**src/include/ltdc_pkg.sv**
```systemverilog
// Purpose: shared constants and carriers for the local output drive control
// Assumes: one clock domain, ref_clk at 20 MHz
// Notes: stream counts follow the two fixed data rates
package ltdc_pkg;
  localparam int unsigned NUM_STREAMS = 32;
  localparam int unsigned LOW_STREAMS = 16;
  localparam int unsigned CHAN_FAST = 256;
  localparam int unsigned CHAN_SLOW = 128;
  localparam int unsigned CHAN_W = 8;
  localparam int unsigned IDX_W = 13;
  localparam logic [7:0] LAST_FAST = 8'hFF;
  localparam logic [7:0] LAST_SLOW = 8'h7F;
  localparam logic [1:0] BUF_DEPTH = 2'h2;

  // one serial bit slot for all 32 streams
  typedef struct packed {
    logic [31:0] data;
    logic [31:0] drive;
  } ltdc_slot_s;

  // drive control states
  typedef enum logic [2:0] {
    ST_RESET = 3'h1,
    ST_ALWAYS = 3'h2,
    ST_GATED = 3'h4
  } ltdc_state_e;
endpackage : ltdc_pkg

```
**src/hdl/ltdc_buf.sv**
```systemverilog
// Purpose: two-entry buffer of slot words with valid/ready on both sides
// Assumes: same clock on both sides
// Notes: read data leaves from a register
module ltdc_buf #(
  parameter int unsigned WIDTH = 64
) (
  input wire logic ref_clk,
  input wire logic rst_n,
  input wire logic in_valid,
  output logic in_ready,
  input wire logic [WIDTH-1:0] in_data,
  output logic out_valid,
  input wire logic out_ready,
  output logic [WIDTH-1:0] out_data
);
  typedef struct packed {
    logic [WIDTH-1:0] head;
    logic [WIDTH-1:0] tail;
    logic [1:0] count;
  } ltdc_buf_s;

  ltdc_buf_s s_q;
  ltdc_buf_s s_d;
  logic push;
  logic pop;

  // honest full and empty flags
  assign in_ready = (s_q.count != ltdc_pkg::BUF_DEPTH);
  assign out_valid = (s_q.count != 2'h0);
  assign out_data = s_q.head;
  assign push = in_valid && in_ready;
  assign pop = out_valid && out_ready;

  // next state of the two slots
  always_comb begin
    s_d = s_q;
    if (pop) begin
      s_d.head = s_q.tail;
    end
    if (push) begin
      if ((s_q.count == 2'h0) || (pop && s_q.count == 2'h1)) begin
        s_d.head = in_data;
      end else if (pop) begin
        s_d.tail = in_data;
      end else begin
        s_d.tail = in_data;
      end
    end
    s_d.count = s_q.count + {1'b0, push} - {1'b0, pop};
  end

  // state register
  always_ff @(posedge ref_clk) begin
    if (!rst_n) begin
      s_q <= '0;
    end else begin
      s_q <= s_d;
    end
  end

  a_buf_no_overfl: assert property (@(posedge ref_clk) disable iff (!rst_n)
    s_q.count <= ltdc_pkg::BUF_DEPTH) else $error("buffer count above depth");
endmodule : ltdc_buf

```
**src/hdl/ltdc_drive.sv**
```systemverilog
// What this block does
// - with the strap low, all local output streams come out of reset driven high.
// - with the strap low, after reset the outputs stay actively driven always.
// - with the strap high, all local output streams come out of reset high impedance.
// - with the strap high, drive follows the global drive pin and the per-channel bit.
// - streams 0 to 15 carry 256 channels at the fast rate or 128 at the slow rate.
// - streams 16 to 31 carry data only at the slow rate, 128 channels each.
// - at the fast rate streams 16 to 31 carry no data and sit high or high impedance per strap.
// - while the global drive pin is low, all outputs sit high or high impedance per strap.
// - while the global drive pin is high, outputs are enabled, with the strap high subject to per-channel bits.
// - during reset the outputs sit high or high impedance per strap.
//
// Purpose: output drive control of the 32 local serial TDM streams
// Assumes: upstream supplies one slot word per bit time with per-stream channel bits
// Notes: strap and drive pin are asynchronous and pass two flip-flops first
module ltdc_drive #(
  parameter int unsigned STREAMS = ltdc_pkg::NUM_STREAMS
) (
  input wire logic ref_clk,
  input wire logic rst_n,
  input wire logic local_reset_state_strap,
  input wire logic global_output_drive_pin,
  input wire logic fast_rate,
  input wire logic slot_valid,
  output logic slot_ready,
  input wire logic [STREAMS-1:0] slot_data,
  input wire logic [STREAMS-1:0] per_channel_local_drive_bit,
  input wire logic [ltdc_pkg::CHAN_W-1:0] slot_channel,
  output logic [STREAMS-1:0] local_serial_out_streams_o,
  output logic [STREAMS-1:0] local_serial_out_streams_oe,
  output logic out_tick,
  output logic strap_latched
);
  if (STREAMS != ltdc_pkg::NUM_STREAMS) begin : g_bad_streams
    $error("ltdc_drive serves exactly 32 streams");
  end

  typedef struct packed {
    logic [1:0] strap_sync;
    logic [1:0] drive_pin_sync;
    ltdc_pkg::ltdc_state_e state;
    logic strap;
    logic [STREAMS-1:0] out_o;
    logic [STREAMS-1:0] out_oe;
    logic tick;
    logic [ltdc_pkg::CHAN_W-1:0] chan;
  } ltdc_drive_s;

  ltdc_drive_s s_q;
  ltdc_drive_s s_d;
  ltdc_pkg::ltdc_slot_s buf_in;
  ltdc_pkg::ltdc_slot_s buf_out;
  logic buf_valid;
  logic [ltdc_pkg::CHAN_W-1:0] chan_out;
  logic drive_pin;

  // stream carries data at this rate
  function automatic logic stream_live(input int unsigned idx, input logic fast);
    return !(fast && idx >= ltdc_pkg::LOW_STREAMS);
  endfunction : stream_live

  // channel number in range for this rate
  function automatic logic chan_ok(input logic [7:0] ch, input logic fast);
    return fast ? (ch <= ltdc_pkg::LAST_FAST) : (ch <= ltdc_pkg::LAST_SLOW);
  endfunction : chan_ok

  assign buf_in.data = slot_data;
  assign buf_in.drive = per_channel_local_drive_bit;
  assign drive_pin = s_q.drive_pin_sync[1];
  assign chan_out = s_q.chan;

  // slot buffer between upstream and the pins
  ltdc_buf #(
    .WIDTH($bits(ltdc_pkg::ltdc_slot_s))
  ) u_buf (
    .ref_clk(ref_clk),
    .rst_n(rst_n),
    .in_valid(slot_valid),
    .in_ready(slot_ready),
    .in_data(buf_in),
    .out_valid(buf_valid),
    .out_ready(1'b1),
    .out_data(buf_out)
  );

  // next state: synchronisers, state machine, pin drive
  always_comb begin
    s_d = s_q;
    s_d.strap_sync = {s_q.strap_sync[0], local_reset_state_strap};
    s_d.drive_pin_sync = {s_q.drive_pin_sync[0], global_output_drive_pin};
    s_d.tick = 1'b0;
    // channel number travels one stage with the word taken, to match the buffer head
    if (slot_valid && slot_ready) begin
      s_d.chan = slot_channel;
    end
    case (s_q.state)
      ltdc_pkg::ST_RESET: begin
        // strap caught after release of reset
        s_d.strap = s_q.strap_sync[1];
        s_d.state = s_q.strap_sync[1] ? ltdc_pkg::ST_GATED : ltdc_pkg::ST_ALWAYS;
        s_d.out_o = {STREAMS{1'b1}};
        s_d.out_oe = s_q.strap_sync[1] ? '0 : {STREAMS{1'b1}};
      end
      ltdc_pkg::ST_ALWAYS, ltdc_pkg::ST_GATED: begin
        if (buf_valid) begin
          s_d.tick = 1'b1;
          for (int unsigned i = 0; i < STREAMS; i++) begin
            if (!drive_pin || !stream_live(i, fast_rate) || !chan_ok(chan_out, fast_rate)) begin
              s_d.out_o[i] = 1'b1;
              s_d.out_oe[i] = !s_q.strap;
            end else if (s_q.state == ltdc_pkg::ST_ALWAYS) begin
              s_d.out_o[i] = buf_out.data[i];
              s_d.out_oe[i] = 1'b1;
            end else begin
              s_d.out_o[i] = buf_out.drive[i] ? buf_out.data[i] : 1'b1;
              s_d.out_oe[i] = buf_out.drive[i];
            end
          end
        end else if (!drive_pin) begin
          s_d.out_o = {STREAMS{1'b1}};
          s_d.out_oe = s_q.strap ? '0 : {STREAMS{1'b1}};
        end
      end
      default: begin
        s_d.state = ltdc_pkg::ST_RESET;
      end
    endcase
  end

  // state register; during reset streams sit high, driven or released per strap
  always_ff @(posedge ref_clk) begin
    if (!rst_n) begin
      s_q <= '0;
      // synchronisers keep running so the strap level is known while reset is held
      s_q.strap_sync <= s_d.strap_sync;
      s_q.drive_pin_sync <= s_d.drive_pin_sync;
      s_q.state <= ltdc_pkg::ST_RESET;
      s_q.out_o <= {STREAMS{1'b1}};
      s_q.out_oe <= {STREAMS{!s_q.strap_sync[1]}};
    end else begin
      s_q <= s_d;
    end
  end

  assign local_serial_out_streams_o = s_q.out_o;
  assign local_serial_out_streams_oe = s_q.out_oe;
  assign out_tick = s_q.tick;
  assign strap_latched = s_q.strap;

  // strap low: once out of reset every stream stays driven
  a_strap_low_drive: assert property (@(posedge ref_clk) disable iff (!rst_n)
    (s_q.state == ltdc_pkg::ST_ALWAYS) |-> (local_serial_out_streams_oe == '1))
    else $error("strap low stream not driven");

  // drive pin low: every stream at the idle high level
  a_drv_low_safe: assert property (@(posedge ref_clk) disable iff (!rst_n)
    (!drive_pin && s_q.state != ltdc_pkg::ST_RESET) |=> (local_serial_out_streams_o == '1))
    else $error("outputs not high while drive pin low");

  // drive pin low with strap high: every stream released
  a_drv_low_z: assert property (@(posedge ref_clk) disable iff (!rst_n)
    (!drive_pin && s_q.strap && s_q.state == ltdc_pkg::ST_GATED)
    |=> (local_serial_out_streams_oe == '0))
    else $error("outputs driven while pin low and strap high");

  // drive pin high with strap low: slot data reach the lower streams
  a_drv_high_data: assert property (@(posedge ref_clk) disable iff (!rst_n)
    (drive_pin && s_q.state == ltdc_pkg::ST_ALWAYS && buf_valid
     && chan_ok(chan_out, fast_rate))
    |=> (local_serial_out_streams_o[ltdc_pkg::LOW_STREAMS-1:0]
         == $past(buf_out.data[ltdc_pkg::LOW_STREAMS-1:0])))
    else $error("slot data not passed with drive pin high");

  // fast rate: upper streams carry no data
  a_fast_upper_idle: assert property (@(posedge ref_clk) disable iff (!rst_n)
    (fast_rate && s_q.state != ltdc_pkg::ST_RESET && buf_valid) |=>
    (local_serial_out_streams_o[STREAMS-1:ltdc_pkg::LOW_STREAMS] == '1))
    else $error("upper streams carry data at fast rate");

  // fast rate: upper streams driven or released as the strap selects
  a_fast_upper_oe: assert property (@(posedge ref_clk) disable iff (!rst_n)
    (fast_rate && s_q.state != ltdc_pkg::ST_RESET && buf_valid) |=>
    (local_serial_out_streams_oe[STREAMS-1:ltdc_pkg::LOW_STREAMS]
     == {(STREAMS-ltdc_pkg::LOW_STREAMS){!s_q.strap}}))
    else $error("upper streams not at strap level at fast rate");

  // streams leave reset at the high level
  a_reset_exit_level: assert property (@(posedge ref_clk)
    (!$past(rst_n) && rst_n) |-> (local_serial_out_streams_o == '1))
    else $error("outputs not high after reset");

  // strap caught on the first edge after reset picks the starting drive
  a_init_strap_high: assert property (@(posedge ref_clk) disable iff (!rst_n)
    (s_q.state == ltdc_pkg::ST_RESET && s_q.strap_sync[1]) |=>
    (local_serial_out_streams_oe == '0 && s_q.state == ltdc_pkg::ST_GATED))
    else $error("strap high did not start high impedance");

  a_init_strap_low: assert property (@(posedge ref_clk) disable iff (!rst_n)
    (s_q.state == ltdc_pkg::ST_RESET && !s_q.strap_sync[1]) |=>
    (local_serial_out_streams_oe == '1 && local_serial_out_streams_o == '1))
    else $error("strap low did not start driven high");

  // strap high, slow rate: each slot follows its own drive bit
  a_chan_bit_gate: assert property (@(posedge ref_clk) disable iff (!rst_n)
    (s_q.state == ltdc_pkg::ST_GATED && drive_pin && buf_valid && !fast_rate
     && chan_ok(chan_out, fast_rate)) |=> (local_serial_out_streams_oe == $past(buf_out.drive)))
    else $error("per-channel bit not applied");

  // a released slot still shows the high level on its data line
  a_gated_level: assert property (@(posedge ref_clk) disable iff (!rst_n)
    (s_q.state == ltdc_pkg::ST_GATED && drive_pin && buf_valid && !fast_rate
     && chan_ok(chan_out, fast_rate))
    |=> (local_serial_out_streams_o == ($past(buf_out.data) | ~$past(buf_out.drive))))
    else $error("gated slot level wrong");

  // slow rate: channels past the last slow channel carry no data
  a_slow_chan_range: assert property (@(posedge ref_clk) disable iff (!rst_n)
    (s_q.state == ltdc_pkg::ST_ALWAYS && drive_pin && buf_valid && !fast_rate
     && chan_out > ltdc_pkg::LAST_SLOW) |=> (local_serial_out_streams_o == '1))
    else $error("slow rate channel above 127 carried data");

  // main scenarios
  c_gated_run: cover property (@(posedge ref_clk) s_q.state == ltdc_pkg::ST_GATED && out_tick);
  c_always_run: cover property (@(posedge ref_clk) s_q.state == ltdc_pkg::ST_ALWAYS && out_tick);
  c_drive_drop: cover property (@(posedge ref_clk)
    $fell(drive_pin) && s_q.state != ltdc_pkg::ST_RESET);
  c_strap_high_init: cover property (@(posedge ref_clk)
    rst_n && s_q.state == ltdc_pkg::ST_RESET && s_q.strap_sync[1]);
  c_buf_full: cover property (@(posedge ref_clk) !slot_ready);
endmodule : ltdc_drive

```
**config.mk**
```make
export PLATFORM = sky130hd
export DESIGN_NAME = ltdc_drive
export DESIGN_NICKNAME = d
export VERILOG_FILES = /design/src/include/ltdc_pkg.sv /design/src/hdl/ltdc_buf.sv /design/src/hdl/ltdc_drive.sv
export SDC_FILE = /design/constraint.sdc
export NUM_CORES = 1
export LEC_CHECK = 0
export BUFFER_PORTS_ARGS = -buffer_cell sky130_fd_sc_hd__buf_4
export CAP_MARGIN = 20
export CORE_UTILIZATION = 30
export DETAILED_ROUTE_END_ITERATION = 8
export HOLD_SLACK_MARGIN = 0.12
export PLACE_DENSITY = 0.43
export SLEW_MARGIN = 20
export SYNTH_ARGS = -nofsm -noshare
export SYNTH_HDL_FRONTEND = slang
export SYNTH_HIERARCHICAL = 1
export SYNTH_SLANG_ARGS = --single-unit
export TNS_END_PERCENT = 30
```
**constraint.sdc**
```tcl
create_clock -name ref_clk -period 5.95 [get_ports ref_clk]
set_input_delay 1.785 -clock ref_clk [delete_from_list [all_inputs] [get_ports ref_clk]]
set_output_delay 1.785 -clock ref_clk [all_outputs]
set_load 0.005 [all_outputs]
```
## Word level (Yosys, flattened, before mapping)

Index checks and enable logic that the tools add are counted.

- ROM bits: 0
- Logic and storage cells: 218
- Memories kept: 0
- Memory bits (writable): 0
- Output and inout port bits: 67
- Flip-flop bits (word level): 211
- Input port bits: 78
- Bits in latches: 0

- Shift-type cells: 0
- Bitwise logic cells: 1
- Order comparisons: 2
- Reduce and logical (&&, ||, !) cells: 18
- Mux-type cells: 176
- Eq/ne operators: 8
- Divide/modulo/power cells: 0
- Add/subtract/negate cells: 2
- Multipliers: 0

Operators with widths:

| cell | number |
|---|---|
| 64-bit two-way mux | 5 |
| 1-bit two-way mux | 163 |
| 128-bit two-way mux | 1 |
| 64-bit case mux with 2 select lines | 1 |
| 32-bit two-way mux | 2 |
| 41-bit two-way mux | 1 |
| 8-bit by 7-bit <= comparator with 1-bit output, second input constant | 1 |
| 8-bit <= comparator, second input constant | 1 |
| 8-bit two-way mux | 1 |
| 2-bit AND reduction | 4 |
| 3-bit case mux with 2 select lines | 1 |
| 1-bit logical NOT | 4 |
| 1-bit logical OR | 4 |
| 4-bit by 3-bit != test with 1-bit output, second input constant | 1 |
| 2-bit nonzero test | 2 |
| 3-bit by 1-bit == test with 1-bit output, second input constant | 1 |
| 3-bit by 2-bit == test with 1-bit output, second input constant | 1 |
| 3-bit == test, second input constant | 1 |
| 3-bit two-way mux | 1 |
| 3-bit by 1-bit != test with 1-bit output, second input constant | 1 |
| 3-bit by 2-bit != test with 1-bit output, second input constant | 1 |
| 2-bit by 1-bit adder with 2-bit output | 1 |
| 2-bit by 1-bit == test with 1-bit output, second input constant | 1 |
| 1-bit logical AND | 2 |
| other kinds (5) | 5 |

## Longest topological paths before layout

- Depth after elaboration: 8
- Depth in mapped cells: 8
- Mapped depth without buffers: 6

## Modules after synthesis

Netlist, hierarchy kept.

By module, submodules not included:

| module | cells an instance | seq. area each (um^2) | area each (um^2) | times used |
|---|---|---|---|---|
| ltdc_buf | 739 | 2602.5 | 6174.7 | 1 |
| ltdc_drive | 391 | 1801.7 | 3611.0 | 1 |

## Worst setup path before layout

OpenSTA, ideal clock, no wires.

- Kind: input -> register
- Start point: input rst_n
- End point: register s_q, in the netlist local_serial_out_streams_oe[0], enable pin
- Cell stages on the path: 3
- Data arrival time: 2.722 ns
- Required time: 5.561 ns
- Path buffers: 1
- Library setup time: 0.389 ns
- Setup slack: 2.839 ns
- Path through: and2_4 buf_6 inv_1

- Word-level cells in the longest chain between the ends: 2
- Elaborated cells between the ends (all ways): 3
- Classes of those cells: eq/ne: 2; reduce/logical: 1

Ends and longest elaborated chain:

| what | line | text |
|---|---|---|
| start, declared | ltdc_drive.sv:20 | `input wire logic rst_n,` |
| 4-bit by 3-bit != test with 1-bit output (no line) or 3-bit by 1-bit != test with 1-bit output (tied branches) | n/a |  |
| 2-bit AND reduction (no line) * | n/a |  |
| end, declared | ltdc_drive.sv:49 | `ltdc_drive_s s_q;` |

Every way passes the cells marked *; elsewhere a longest branch is shown, timed or not.
A chain may end at the register's enable or synchronous reset.

## Worst setup path in the final report

- Start point: input rst_n
- End point: register s_q, in the netlist local_serial_out_streams_oe[4], data pin

- Word-level cells in the longest chain between the ends: 1

Ends and longest elaborated chain:

| what | line | text |
|---|---|---|
| 41-bit two-way mux | ltdc_drive.sv:132 | `if (!rst_n) begin` |

No other way between the ends.

==> run summary <==
CTS Buffer Depth -> 3
Synth Area per Inst -> 8.66 um^2
Drt wl/cell -> 20.4 um
Synthesis-stage register bit count -> 204
Final period util -> 65.4%
Max_slew headroom -> -286%
Overflow after GRT -> 0
Register area share after synthesis -> 45.0%
Number of hold violations in the final report -> 0
Synthesis-to-layout area growth -> 9.41%
Root Driver -> clkbuf_16
Crit path DAT -> 4.11 ns
Critical Path Sink Type -> flip-flop
Vias in the first global route -> 7101
Critical Path Fanout Max -> 66
Largest net degree at the start of global routing -> 74
Setup-failing EPs final -> 0
Initial Util -> 30.8%
Slew Viols, Final -> 66
Initial antenna violation count -> 0
Dpl hpwl -> 19800 um
Yosys warns -> 6
# IOs -> 145
Share of the synthesized area in the top cell type -> 35.2%
Post-CTS setup buffer count -> 0
FP Rows -> 65
Post-synth cell types -> 45
Final Wtd Congestion -> 0.942
CTS H-tree depth -> 1
Worst Setup Start Kind -> input pin
Synth area leader -> dfxtp_1
Maximum Capacitance Violations -> 0
Hold Buf Count CTS -> 0
# diodes -> 0
First-pass GRT wire length -> 46100 um
Achievable Freq -> 257 MHz
Skew final -> 0.0161 ns
Clk_lat worst skew -> 0.52 ns
Outcome -> complete, but fails checks
CTS tree -> built
Die area -> 33300 um^2
DR iter-0 viols -> 547
Die width -> 183 um
Total number of vias -> 7639
Critical path class -> input pin to flip-flop
Worst hold slack -> 0.328 ns
WL final -> 31100 um
Post-DRT Antenna Nets -> 0
Die H -> 183 um
Crit path required time -> 6.17 ns
Post-Syn Area -> 9790 um^2
Final Critical Period -> 3.89 ns
Hold/Removal Path Class -> flip-flop to flip-flop
Max IR drop VDD -> 0.216 mV
Leakage -> 0.00384 uW
Core area -> 31800 um^2
Inserted Clock Buffers -> 24
Unrepaired setup endpoints after global routing -> no
Total negative setup slack -> 0 ns
1st-pass router iterations -> 5
Overall fraction of global-route tracks in use -> 18.2%
Cts repair resizes -> 0
Post-Synthesis Cells -> 1130
Violated checks -> slew limit
Via density -> 5.00
Total power -> 4380 uW
PD cells -> 410 nW/um^2
Fin nets -> 1156
Share of cells above drive strength 1 -> 18.1%
DRC violations left -> 0
Top post-synthesis cells by area -> dfxtp_1, buf_4, edfxtp_1
Clock-pin slew of the registers on the worst-case setup and hold paths -> 0.05 ns
# clock sinks -> 204
IO buf count -> 137
Least-Margin Pin Slew -> 5.77 ns
==> final timing paths <==
check	startpoint	end	slack (ns)	depth (start not counted)
setup / recovery	rst_n	local_serial_out_streams_oe[4]	2.06	5
hold / removal	s_d[78]	drive_pin	0.33	0
setup reg to reg	u_buf/s_q[1]	u_buf/out_data[18]	3.15	4
hold reg to reg	s_d[78]	drive_pin	0.33	0
==> cells in the mapped netlist (all sizes together) <==
| cell type | count |
|---|---|
| a31oi | 65 |
| nand2 | 163 |
| o32a | 4 |
| nor2b | 4 |
| a21bo | 1 |
| nor3b | 4 |
| nand3 | 65 |
| o21a | 1 |
| a21o | 1 |
| or3b | 1 |
| dfxtp | 172 |
| o21ai | 105 |
| o31ai | 80 |
| and2 | 5 |
| mux2i | 1 |
| a21oi | 36 |
| xor2 | 1 |
| a32oi | 1 |
| edfxtp | 32 |
| a21boi | 68 |
| nor3 | 29 |
| o211a | 1 |
| xnor2 | 1 |
| nand4 | 2 |
| clkbuf | 38 |
| and3 | 1 |
| buf | 194 |
| inv | 4 |
| or2 | 2 |
| nand2b | 7 |
| conb | 1 |
| nor2 | 35 |
| o311ai | 4 |
| ha | 1 |
==> flip-flops by register name, indices dropped and copies added (netlist names), 2 cells and up <==
register,cells
local_serial_out_streams_oe,32
local_serial_out_streams_o,32
u_buf/s_q,66
s_d,2
u_buf/out_data,64
s_q,4
==> cell families after synthesis <==
logic type               share of synthesized area [%]
AND/OR/NAND/NOR                                   14.2
XOR/XNOR                                         0.256
multiplexers                                     0.102
buffers and inverters                             16.0
other                                           0.0383
flip-flops                                        45.0
adder cells (fa/ha/maj)                          0.128
AO/OA/AOI/OAI                                     24.2
==> cell usage in the layout (no fill, tap or decap), types with 2 or more instances in the layout <==
cell type / n
clkinv_1: 4
nand2_1: 162
o32a_1: 4
edfxtp_1: 32
clkinv_2: 3
a21boi_0: 5
nor3b_1: 3
conb_1: 6
nand3_1: 65
nand2b_1: 5
inv_1: 4
o21ai_1: 60
a21boi_2: 2
a21boi_1: 60
a31oi_1: 64
nor3_1: 29
nand2b_4: 2
nor2b_1: 3
nand4_1: 2
buf_4: 148
bufinv_16: 2
dfxtp_1: 172
a21oi_1: 36
clkbuf_16: 25
o311ai_0: 4
o21ai_0: 44
clkbuf_1: 4
o31ai_1: 80
or2_2: 2
clkbuf_8: 2
nor2_1: 35
and2_1: 3
==> worst max-delay path, cell delays in order <==
cell	delay [ns]
buf_4	0.52
nor2b_1	0.43
o211a_1	0.59
a21boi_2	0.58
a21oi_1	0.19
==> through the flow <==
stage               utilization, %  instances  setup slack (ns)  area [um^2]
finish                        33.7       1527              2.06        10700
global route                  33.7       1527              1.88        10700
CTS                           33.7       1527              2.11        10700
detailed placement            31.3       1486              1.58         9940
global placement              31.3       1486              1.60         9940
floorplan                        -       1135              2.84         9800
==> report_power, final <==
group | internal [uW] | switching (uW) | leakage, uW
Sequential | 1630 | 193 | 0.00174
Combinational | 364 | 751 | 0.00172
Clock | 870 | 579 | 0.000378
==> final cells by class <==
type                       count  area [um^2]
clock buffer                  31          668
clock inverter                10         96.3
fill                        3413        21100
inverter                       4         15.0
sequential                   204         4400
multi-input combinational    695         3870
tap                          435          544
timing repair buffer         148         1110
==> routing by layer <==
metal  wire length, um  global-route usage [%]  up-vias
li1                  -                       -     3764
met3              1570                    2.57       34
met5                 0                       0        -
met4               782                    5.34        0
met2             13000                    26.6      211
met1             15700                    27.5     3630
(Power assumes the default switching activity.)
